===== config.mk =====
export PLATFORM = sky130hd
export DESIGN_NAME = sscr_top
export DESIGN_NICKNAME = d
export VERILOG_FILES = /design/src/design/sscr_pkg.sv /design/src/design/sscr_top.sv
export SDC_FILE = /design/constraint.sdc
export NUM_CORES = 1
export LEC_CHECK = 0
export BUFFER_PORTS_ARGS = -buffer_cell sky130_fd_sc_hd__buf_4
export CAP_MARGIN = 20
export CORE_MARGIN = 2
export CORE_UTILIZATION = 45
export CTS_CLUSTER_SIZE = 20
export DETAILED_ROUTE_END_ITERATION = 10
export HOLD_SLACK_MARGIN = 0.02
export SLEW_MARGIN = 20
export SYNTH_ARGS = -nofsm -noshare
export SYNTH_HDL_FRONTEND = slang
export SYNTH_SLANG_ARGS = --single-unit

===== constraint.sdc =====
create_clock -name pclk -period 5.2 [get_ports pclk]
set_input_delay 0 -clock pclk [delete_from_list [all_inputs] [get_ports pclk]]
set_output_delay 0 -clock pclk [all_outputs]
set_load 0.01 [all_outputs]

===== src/design/sscr_pkg.sv =====
/*
  sscr_pkg: register map, reset values and shared types of the
  start-stop code receiver.
  Assumes a 32-bit apb bus and a 100 MHz pclk.
*/
package sscr_pkg;
  // register byte offsets
  localparam logic [7:0] SSCR_CTRL_OFS  = 8'h00;
  localparam logic [7:0] SSCR_BASE_OFS  = 8'h04;
  localparam logic [7:0] SSCR_ELEM_OFS  = 8'h08;
  localparam logic [7:0] SSCR_PHASE_OFS = 8'h0c;
  localparam logic [7:0] SSCR_STAT_OFS  = 8'h10;
  localparam logic [7:0] SSCR_DATA_OFS  = 8'h14;
  localparam logic [7:0] SSCR_BAR_OFS   = 8'h18;
  // control fields
  localparam int SSCR_CTRL_EN    = 0;
  localparam int SSCR_CTRL_NOTB  = 1;
  localparam int SSCR_CTRL_NOSP  = 2;
  localparam logic [2:0] SSCR_CTRL_RST = 3'h1;
  // status fields
  localparam int SSCR_ST_RX   = 0;
  localparam int SSCR_ST_SEQ  = 1;
  localparam int SSCR_ST_LINE = 2;
  localparam int SSCR_ST_VAL  = 3;
  localparam int SSCR_ST_FULL = 4;
  localparam int SSCR_ST_ASM  = 8;
  localparam int SSCR_DATA_VAL = 9;
  // timing reset values in pclk cycles (software reprograms)
  localparam logic [31:0] SSCR_BASE_RST  = 32'h00f4_2400;
  localparam logic [31:0] SSCR_ELEM_RST  = 32'h001e_8480;
  localparam logic [31:0] SSCR_PHASE_RST = 32'h000f_4240;
  // code elements per character
  localparam logic [2:0] SSCR_NELEM = 3'h5;
  // five-element code that asks for line feed (element 2 marking)
  localparam logic [4:0] SSCR_LF_CODE = 5'h02;

  // code bar register, top to bottom
  typedef struct packed {
    logic supp;
    logic c4;
    logic c1;
    logic c5;
    logic c2;
    logic c3;
    logic common;
    logic zero;
    logic shift;
  } sscr_bar_t;

  typedef enum logic [1:0] {RX_IDLE, RX_RUN, RX_HOLD} sscr_rx_t;
  typedef enum logic [2:0] {
    SQ_IDLE, SQ_XFER, SQ_FUNC, SQ_TBOX, SQ_SPACE, SQ_LF
  } sscr_sq_t;
endpackage : sscr_pkg


===== src/design/sscr_top.sv =====
/*
  sscr_top: start-stop five-element code receiver with code bar
  register, follow-on sequencer and a two-entry output buffer.
  Assumes an apb master on pclk and an asynchronous line input
  (1 = marking, 0 = spacing).
*/
// Operation
// a marking line keeps the receiver idle, no sampling starts
// a spacing start element starts one reception cycle
// during a reception cycle further start detection is ignored
// after the stop position the receiver idles until a new start; code waits in RX_HOLD, ignoring starts, until the character is pushed
// exactly five code elements are sampled, once each
// the sampled level is latched until the next element sample
// a bit is selected only if its element samples marking
// the assembled pattern holds until the next start element
// a new start clears the assembly register first
// a programmable phase offset moves the sample instant
// completion of reception triggers one transfer cycle
// transfer clears stale marks and sets the newly marked bits
// common bit is marking when code bit 1 or 2 is marking
// transfer lasts one base cycle, then the code bar holds
// code bar holds nine bits in the fixed top-to-bottom order
// spacing and line-feed steps last one third of a base cycle
// order is reception, transfer, function, type box, spacing, lf
// marking is one, first element maps to code bit 1
// timing comes from programmable pclk counts per base cycle
`timescale 1ns/1ps
module sscr_top
  import sscr_pkg::*;
(
  input  wire logic        pclk,
  input  wire logic        presetn,
  input  wire logic [7:0]  paddr,
  input  wire logic        psel,
  input  wire logic        penable,
  input  wire logic        pwrite,
  input  wire logic [31:0] pwdata,
  output logic [31:0]      prdata,
  output logic             pready,
  output logic             pslverr,
  input  wire logic        line_in,
  output logic [8:0]       code_bar,
  output logic             elem_level,
  output logic             rx_active,
  output logic             space_step,
  output logic             lf_step
);
  // registers
  logic [2:0]  ctrl_q;
  logic [31:0] base_q, elem_q, phase_q;
  logic [31:0] prdata_q;
  logic        pready_q, pslverr_q;
  // line synchroniser
  logic        s1_q, s2_q, s3_q, line_q;
  // receiver
  sscr_rx_t    rx_q;
  logic [31:0] rt_q, samp_q;
  logic [2:0]  idx_q;
  logic [4:0]  asm_q;
  logic        lvl_q;
  // sequencer
  sscr_sq_t    sq_q;
  logic [31:0] st_q;
  sscr_bar_t   bar_q;
  logic        sp_q, lf_q;
  // two-entry buffer
  logic [8:0]  mem_q [2];
  logic        wp_q, rp_q;
  logic [1:0]  cnt_q;

  logic        acc, wr, rd, hit, push, pop, full, empty;
  logic        base_end, third_end;
  logic [31:0] rdata;

  function automatic logic known(input logic [7:0] a);
    known = (a == SSCR_CTRL_OFS) || (a == SSCR_BASE_OFS) ||
            (a == SSCR_ELEM_OFS) || (a == SSCR_PHASE_OFS) ||
            (a == SSCR_STAT_OFS) || (a == SSCR_DATA_OFS) ||
            (a == SSCR_BAR_OFS);
  endfunction : known

  // code bar word from the assembled elements, fixed bars spacing
  function automatic sscr_bar_t to_bar(input logic [4:0] a);
    to_bar        = '0;
    to_bar.c4     = a[3];
    to_bar.c1     = a[0];
    to_bar.c5     = a[4];
    to_bar.c2     = a[1];
    to_bar.c3     = a[2];
    to_bar.common = a[0] | a[1]; // derived, not received
  endfunction : to_bar

  // line feed decode from the code bar: the assembly may already
  // hold the next character while the sequencer still runs
  function automatic logic is_lf(input sscr_bar_t b);
    is_lf = ({b.c5, b.c4, b.c3, b.c2, b.c1} == SSCR_LF_CODE);
  endfunction : is_lf

  // apb access phase qualifiers
  assign acc  = psel && penable && pready_q;
  assign hit  = known(paddr);
  assign wr   = acc && pwrite && hit;
  assign rd   = acc && !pwrite && hit;
  assign full  = (cnt_q == 2'd2);
  assign empty = (cnt_q == 2'd0);
  // pop only a word that this read really returned as valid, so a push
  // landing between capture and pready can never be dropped unread
  assign pop  = rd && (paddr == SSCR_DATA_OFS) && prdata_q[SSCR_DATA_VAL];
  // load a finished character only when the buffer has room
  assign push = (rx_q == RX_HOLD) && (sq_q == SQ_IDLE) && !full;
  assign base_end  = (st_q >= base_q - 32'd1);
  assign third_end = ({st_q[30:0], 1'b0} + st_q + 32'd3 >= base_q);

  // pready one cycle after the access phase starts
  always_ff @(posedge pclk or negedge presetn) begin
    if (!presetn) begin
      pready_q  <= 1'b0;
      pslverr_q <= 1'b0;
      prdata_q  <= 32'h0;
    end else begin
      pready_q  <= psel && penable && !pready_q;
      pslverr_q <= psel && penable && !pready_q && !known(paddr);
      if (psel && penable && !pready_q && !pwrite) begin
        prdata_q <= rdata;
      end
    end
  end

  // read mux
  always_comb begin
    rdata = 32'h0;
    case (paddr)
      SSCR_CTRL_OFS:  rdata = {29'h0, ctrl_q};
      SSCR_BASE_OFS:  rdata = base_q;
      SSCR_ELEM_OFS:  rdata = elem_q;
      SSCR_PHASE_OFS: rdata = phase_q;
      SSCR_STAT_OFS: begin
        rdata[SSCR_ST_RX]   = (rx_q != RX_IDLE);
        rdata[SSCR_ST_SEQ]  = (sq_q != SQ_IDLE);
        rdata[SSCR_ST_LINE] = line_q;
        rdata[SSCR_ST_VAL]  = !empty;
        rdata[SSCR_ST_FULL] = full;
        rdata[SSCR_ST_ASM +: 5] = asm_q;
      end
      SSCR_DATA_OFS: begin
        rdata[8:0] = empty ? 9'h0 : mem_q[rp_q];
        rdata[SSCR_DATA_VAL] = !empty;
      end
      SSCR_BAR_OFS:   rdata = {23'h0, bar_q};
      default:        rdata = 32'h0;
    endcase
  end

  // writable configuration
  always_ff @(posedge pclk or negedge presetn) begin
    if (!presetn) begin
      ctrl_q  <= SSCR_CTRL_RST;
      base_q  <= SSCR_BASE_RST;
      elem_q  <= SSCR_ELEM_RST;
      phase_q <= SSCR_PHASE_RST;
    end else if (wr) begin
      case (paddr)
        SSCR_CTRL_OFS:  ctrl_q  <= pwdata[2:0];
        SSCR_BASE_OFS:  base_q  <= pwdata;
        SSCR_ELEM_OFS:  elem_q  <= pwdata;
        SSCR_PHASE_OFS: phase_q <= pwdata;
        default: ;
      endcase
    end
  end

  // three-stage line synchroniser, change taken when 2 and 3 agree
  always_ff @(posedge pclk or negedge presetn) begin
    if (!presetn) begin
      s1_q   <= 1'b1;
      s2_q   <= 1'b1;
      s3_q   <= 1'b1;
      line_q <= 1'b1;
    end else begin
      s1_q <= line_in;
      s2_q <= s1_q;
      s3_q <= s2_q;
      if (s2_q == s3_q) begin
        line_q <= s3_q; // marking = 1
      end
    end
  end

  // reception cycle state
  always_ff @(posedge pclk or negedge presetn) begin
    if (!presetn) begin
      rx_q <= RX_IDLE;
    end else begin
      case (rx_q)
        RX_IDLE: begin
          // only a spacing level leaves idle
          if (ctrl_q[SSCR_CTRL_EN] && !line_q) begin
            rx_q <= RX_RUN;
          end
        end
        RX_RUN: begin
          // line ignored for start until the cycle ends
          if (idx_q == SSCR_NELEM && rt_q >= base_q - 32'd1) begin
            rx_q <= RX_HOLD; // stop position reached
          end
        end
        RX_HOLD: begin
          if (push) begin
            rx_q <= RX_IDLE; // wait for next start
          end
        end
        default: rx_q <= RX_IDLE;
      endcase
    end
  end

  // cycle time and next sample instant
  always_ff @(posedge pclk or negedge presetn) begin
    if (!presetn) begin
      rt_q   <= 32'h0;
      samp_q <= 32'h0;
      idx_q  <= 3'h0;
    end else if (rx_q == RX_IDLE) begin
      rt_q   <= 32'h0;
      samp_q <= elem_q + phase_q; // first element sample
      idx_q  <= 3'h0;
    end else if (rx_q == RX_RUN) begin
      rt_q <= rt_q + 32'd1;
      if (idx_q != SSCR_NELEM && rt_q == samp_q) begin
        samp_q <= samp_q + elem_q;
        idx_q  <= idx_q + 3'd1; // five samples only
      end
    end
  end

  // assembly register and latched element level
  always_ff @(posedge pclk or negedge presetn) begin
    if (!presetn) begin
      asm_q <= 5'h0;
      lvl_q <= 1'b1;
    end else if (rx_q == RX_IDLE && ctrl_q[SSCR_CTRL_EN] && !line_q) begin
      asm_q <= 5'h0; // clear old selections on start
    end else if (rx_q == RX_RUN && idx_q != SSCR_NELEM &&
                 rt_q == samp_q) begin
      lvl_q <= line_q; // held until next sample
      // element n lands in bit n-1, marking selects
      asm_q[idx_q] <= line_q;
    end
    // otherwise pattern held until next start
  end

  // follow-on sequencer: transfer, function, type box, spacing, lf
  always_ff @(posedge pclk or negedge presetn) begin
    if (!presetn) begin
      sq_q <= SQ_IDLE;
      st_q <= 32'h0;
    end else begin
      st_q <= st_q + 32'd1;
      case (sq_q)
        SQ_IDLE: begin
          st_q <= 32'h0;
          if (push) begin
            sq_q <= SQ_XFER;
          end
        end
        SQ_XFER: begin
          if (base_end) begin
            sq_q <= SQ_FUNC; // one base cycle
            st_q <= 32'h0;
          end
        end
        SQ_FUNC: begin
          if (base_end) begin
            st_q <= 32'h0;
            if (!ctrl_q[SSCR_CTRL_NOTB]) begin
              sq_q <= SQ_TBOX;
            end else if (!ctrl_q[SSCR_CTRL_NOSP]) begin
              sq_q <= SQ_SPACE;
            end else if (is_lf(bar_q)) begin
              sq_q <= SQ_LF;
            end else begin
              sq_q <= SQ_IDLE;
            end
          end
        end
        SQ_TBOX: begin
          if (base_end) begin
            st_q <= 32'h0;
            if (!ctrl_q[SSCR_CTRL_NOSP]) begin
              sq_q <= SQ_SPACE;
            end else if (is_lf(bar_q)) begin
              sq_q <= SQ_LF;
            end else begin
              sq_q <= SQ_IDLE;
            end
          end
        end
        SQ_SPACE: begin
          if (third_end) begin
            st_q <= 32'h0; // stops after one third
            sq_q <= is_lf(bar_q) ? SQ_LF : SQ_IDLE;
          end
        end
        SQ_LF: begin
          if (third_end) begin
            sq_q <= SQ_IDLE;
          end
        end
        default: sq_q <= SQ_IDLE;
      endcase
    end
  end

  // code bar register, loaded once per transfer
  always_ff @(posedge pclk or negedge presetn) begin
    if (!presetn) begin
      bar_q <= '0;
    end else if (push) begin
      // whole word replaced: stale marks drop, new marks set
      bar_q <= to_bar(asm_q);
    end
    // held while the next character assembles
  end

  // sub-step pulses, one per third-cycle stop
  always_ff @(posedge pclk or negedge presetn) begin
    if (!presetn) begin
      sp_q <= 1'b0;
      lf_q <= 1'b0;
    end else begin
      sp_q <= (sq_q == SQ_SPACE) && third_end;
      lf_q <= (sq_q == SQ_LF) && third_end;
    end
  end

  // two-entry buffer of code bar words, popped by data reads
  always_ff @(posedge pclk or negedge presetn) begin
    if (!presetn) begin
      wp_q  <= 1'b0;
      rp_q  <= 1'b0;
      cnt_q <= 2'd0;
    end else begin
      if (push) begin
        wp_q <= ~wp_q;
      end
      if (pop) begin
        rp_q <= ~rp_q;
      end
      case ({push, pop})
        2'b10:   cnt_q <= cnt_q + 2'd1;
        2'b01:   cnt_q <= cnt_q - 2'd1;
        default: cnt_q <= cnt_q;
      endcase
    end
  end

  // buffer storage, same word as the code bar load
  always_ff @(posedge pclk) begin
    if (push) begin
      mem_q[wp_q] <= to_bar(asm_q);
    end
  end

  // outputs, all from flops
  assign prdata     = prdata_q;
  assign pready     = pready_q;
  assign pslverr    = pslverr_q;
  assign code_bar   = bar_q;
  assign elem_level = lvl_q;
  assign space_step = sp_q;
  assign lf_step    = lf_q;

  // active flag registered for a clean output
  always_ff @(posedge pclk or negedge presetn) begin
    if (!presetn) begin
      rx_active <= 1'b0;
    end else begin
      rx_active <= (rx_q == RX_RUN);
    end
  end
endmodule : sscr_top


# == After elaboration in Yosys (flattened, before gate mapping) ==
# Memory sizes are Yosys's and may differ from the RTL's.
# Cells that the tools add are included.
# totals
ff_bits,260
mem_count,1
wordCells,174
mem_bits_rw,12
# mem_list
name,words,word_bits,rd,rd_ports_with_merged_regs,write_ports,line_no,rtl
mem_q,2,6,1,0,1,sscr_top.sv:67,logic [8:0] mem_q [2];
# op_classes
n_eq_ne,30
n_bitwise,4
n_addsub,10
mux,39
n_lt_le_gt_ge,5
n_reduce_logical,54
# op_table
cell,n
$mux W32,7
$add A32 B32 Y32,3
$ge A32 B32 Y1,3
$pmux W32 S3,1
$add A32 B1 Y32 const B,2
$pmux W19 S3,1
$mux W3,12
$pmux W5 S7,1
$add A32 B2 Y32 const B,1
$eq A32 B32 Y1,1
$sub A32 B1 Y32 const B,1
$eq A8 B5 Y1 const B,3
$logic_and A1 B1 Y1,23
$ne A2 B2 Y1 const B,9
$pmux W3 S6,1
$eq A8 B4 Y1 const B,2
$pmux W3 S5,1
$pmux W3 S4,1
$reduce_and A2 Y1,6
$mux W5,2
$pmux W2 S5,1
$reduce_bool A2 Y1,5
$eq A3 B3 Y1 const B,3
$mux W9,1
30 further kinds,51

# == Depth between registers and ports, before layout ==
# depth
depth_word,12
ltp_mapped,25
mapped_depth_nobuf,23

# == Worst setup path after synthesis ==
# No wires, ideal clock.
# synth_timing
path_kind,register -> register
from,reg st_q[15]
to,reg st_q[23]
required_time_ns,5.068
path_stages_with_launch,22
synth_period_minus_slack_ns,4.525
setup_slack_ns,0.675
arrival_time_ns,4.393
setup_ns,0.132
cell_sequence,dfrtp_1 -> ha_1 -> ha_1 -> a21o_1 -> a21o_1 -> a21o_1 -> a21o_1 -> a21o_1 -> a211oi_2 -> o221ai_2 -> o41ai_2 -> xnor2_1 -> ha_1 -> nand4_1 -> nor3_1 -> o21ai_0 -> o2111ai_1 -> o22a_1 -> o21ai_0 -> a21oi_1 -> clkbuf_1 -> nor2_1
# synth_via
elab_chain_cells,5
elab_cells_between_ends,8
# synth_rtl
item,line_no,rtl
from (decl),sscr_top.sv:63,logic [31:0] st_q;
from (signal assigned),sscr_top.sv:258,st_q <= st_q + 32'd1;
$add A32 B32 Y32,sscr_top.sv:112,"assign third_end = ({st_q[30:0], 1'b0} + st_q + 32'd3 >= base_q);"
$add A32 B2 Y32,sscr_top.sv:112,
$ge A32 B32 Y1,sscr_top.sv:112,
$mux W32,sscr_top.sv:299,if (third_end) begin
$pmux W32 S3 (*),sscr_top.sv:259,case (sq_q)
# Mark *: on every way between the ends. The rest lies on a longest branch, timed or not.
# A chain may end at the register's enable or synchronous reset.

# == Worst setup path in the final report ==
# layout_timing
from,reg st_q[2]
to,reg st_q[25]
# Same word-level chain as after synthesis.

==> key figures <==
Outcome
  – Status: finished, final reports clean

Min path
  – Worst Hold Class: in2async

Die
  – Initial cell density of the core: 45.6%
  – I/O Pins: 93
  – Die Ht: 204 um
  – Num rows: 73
  – Die X: 204 um
  – Area of the core: 39600 sq um
  – Die area: 41800 sq um

Power
  – Power per cell area: 215 nW/um^2
  – Leak Pwr: 10.4 nW
  – P_int: 3.43 mW
  – Clk pwr share: 48.0%
  – Logic pwr share: 3.7%
  – Sw frac: 23.2%
  – Reg power frac: 48.3%
  – NetSw: 1.04 mW
  – VDD IR max: 0.238 mV

Layout
  – Non-Filler Instances: 2482
  – Final core occ: 52.5%
  – Area growth syn-to-layout: 15.1%
  – Share of layout cells above drive strength 1: 18.0%
  – Final nets: 2173
  – # fillers: 3626
  – Commonest non-fill, non-tap cell in the layout: dfrtp_1
  – N_diodes: 0
  – Commonest non-fill, non-tap cells in the layout: dfrtp_1, ha_1, mux2_2

Synth
  – Post-synth EDFFs: 12
  – Synthesized cell area: 18100 sq um
  – Asr flop ratio synth: 95.6%
  – Post-Synthesis Cells: 1807
  – Yosys cell types: 77
  – Synth Flop Type: dfrtp_1
  – Mean post-synth cell area: 10.0 sq um
  – Top post-synthesis cells by area: dfrtp_1, ha_1, mux2_2, xnor2_1, xor2_1
  – Post-synth top area share: 32.3%
  – Ys Warns: 0
  – Yosys top cell by area: dfrtp_1
  – Post-synthesis sequential area ratio: 38.2%
  – Seq cells post-synth: 272

CTS
  – H-tree depth: 1
  – Max Root-Sink Buffers: 3
  – CTS tree: done
  – Reg clk slew, reported paths: 0.06 ns
  – CTS sink count: 272
  – Clk_lat worst skew: 0.60 ns
  – CTS root buf: clkbuf_16
  – Num CTS Buffers: 31

Global routing
  – Tot GR Track Use: 23.8%
  – Largest net degree at the start of global routing: 145
  – Initial antenna violation count: 1
  – First-pass GRT wire length: 77800 um
  – Vias in the first global route: 14000
  – Grt total ovfl: 0

Routing
  – Detailed-route DRC error count: 0
  – Vias per std cell: 5.72
  – Total Wirelength: 49200 um
  – Avg WL per Cell: 19.8 um
  – Total number of vias: 14200
  – Iteration count of the initial detailed-routing pass: 6
  – DRT iter0 DRCs: 953
  – Routed Antenna Nets: 0

STA
  – Fin crit period: 4.86 ns
  – Hold Violations, Final: 0
  – Worst-margin pin slew: 0.968 ns
  – Slew headroom: 35.2%
  – Final setup violation count: 0
  – Worst Skew: 0.0133 ns
  – Fmax: 206 MHz
  – Final Max Slew Viols: 0
  – Setup ws final: 0.344 ns
  – Fin crit share: 93.4%

Placed design
  – Placed Cells: 2377
  – Dpl hpwl: 36900 um
  – Pre-CTS setup slack: 0.325 ns
  – Port Buffers: 89
  – GP Congestion: 0.900

Worst setup path
  – Setup crit start kind: flop
  – Arr. time, crit path: 5.33 ns
  – Max stage delay on crit path: 0.44 ns
  – Max FO, Critical Path: 32
  – Worst EP required: 5.67 ns
  – Crit-path slowest cell: dfrtp_1
  – Critical path capture point type: flop
  – CP Cell Sequence: ha_1, ha_1, nand2_1, o21ai_1, a21oi_2, o221ai_1, a21oi_2, a211oi_2, a21o_1, a21o_1, a21oi_1, xnor2_1, ha_1, nand4_1, nor3_2, o21ai_0, o2111ai_1, o22a_1, o21ai_0, a21oi_2, buf_12, nor2_1
  – Critical Setup Path Class: reg2reg

Run
  – Number of max-cap violations: 0
-- routing by layer --
layer  vias to the layer above  track usage, %  part of all wire, %
li1                       6843               -                    -
met1                      6908            34.8                   49
met2                       348            36.2                   43
met3                        96            2.73                  4.3
met4                         0            8.39                  3.7
met5                         -               0                    0
-- final timing paths --
| check | startpoint | endpoint | slack (ns) | cells past startpoint |
|---|---|---|---|---|
| worst min register to register | s1_q$_DFF_PN1_ | s2_q$_DFF_PN1_ | 0.36 | 0 |
| worst max-delay path | st_q[2]$_DFF_PN0_ | st_q[25]$_DFF_PN0_ | 0.34 | 22 |
| worst max register to register | st_q[2]$_DFF_PN0_ | st_q[25]$_DFF_PN0_ | 0.34 | 22 |
| min in group pclk | line_in | s1_q$_DFF_PN1_ | 0.06 | 2 |
| max in group asynchronous | presetn | st_q[31]$_DFF_PN0_ | 3.86 | 3 |
| worst min-delay path | presetn | wp_q$_DFFE_PN0P_ | 0.04 | 2 |
-- through the flow --
stage | instance area, sq um | power [mW] | hold slack (ns) | setup TNS (ns)
3_5_place_dp | 19300 | 2.34 | 0.111 | 0
2_1_floorplan | 18100 | 2.23 | -0.296 | 0
3_3_place_gp | 19300 | 2.34 | 0.111 | 0
5_1_grt | 20800 | 4.62 | 0.0391 | -0.0443
6_report | 20800 | 4.47 | 0.0425 | 0
4_1_cts | 20800 | 4.52 | 0.0217 | 0
-- flip-flops by register name, indices dropped and copies added (netlist names), 12 cells and up --
signal	flops
st_q	32
rt_q	32
mem_q	12
prdata	32
phase_q	32
base_q	32
samp_q	32
elem_q	32
-- worst max-delay path, delay by kind of cell (launching register included) --
kind | cells | cell delay [ns]
and+or+nand+nor | 4 | 0.56
buffers and inverters | 1 | 0.21
adders and majority gates | 3 | 0.96
DFF | 1 | 0.44
xor gates and xnor gates | 1 | 0.14
AOI/OAI and AO/OA | 13 | 2.42
-- power groups by stage --
stage	combinational, mW	clock [mW]	sequential, mW
2_1_floorplan	0.0280	0	2.20
3_3_place_gp	0.141	0	2.20
3_5_place_dp	0.143	0	2.20
4_1_cts	0.169	2.19	2.16
5_1_grt	0.184	2.28	2.16
6_report	0.166	2.15	2.16
-- cell usage after synthesis (all sizes together) (4+ instances only) --
cell       n
nand2b    17
a31oi     17
and4       6
a2111oi    4
o21ai    106
o21a      10
and2       8
nand3b     4
a211oi     9
a222oi    28
nand3     42
nor2b     15
nor2     147
and3      20
xnor2     95
inv       58
o211ai    10
dfrtp    233
nand4     42
dfstp     27
a22oi     10
a21boi     4
nor3      23
a21oi     84
edfxtp    12
clkbuf    43
buf       15
nor4      16
nand2    140
a21o      68
a22o       9
mux2     145
xor2      84
o21bai     7
ha       194
or3        8
-- cell type report --
| type | count | area [sq um] | area share (%) |
|---|---|---|---|
| Multi-Input combinational cell | 1421 | 10800 | 51.8 |
| Sequential cell | 272 | 6900 | 33.2 |
| Timing Repair Buffer | 148 | 1260 | 6.04 |
| Clock buffer | 43 | 903 | 4.34 |
| Tap cell | 525 | 657 | 3.16 |
| Inverter | 58 | 218 | 1.05 |
| Clock inverter | 15 | 95.1 | 0.457 |
-- kinds of logic after synthesis --
kind of cell	Yosys count	synth area share, %
AO/OA/AOI/OAI	392	14.4
buffers and inverters	116	2.49
flip-flops	272	38.2
other	1	0.0208
multiplexers	148	9.20
adder cells (fa/ha/maj)	196	13.6
AND/OR/NAND/NOR	502	13.3
XOR/XNOR	180	8.80
-- timing repair --
item,4_1_cts,5_1_grt
setup endpoints to repair,0,32
buffers inserted,0,1
gates resized for setup,0,5
hold buffers,45,0
endpoints found under the hold margin,230,0
(Power assumes the default switching activity.)
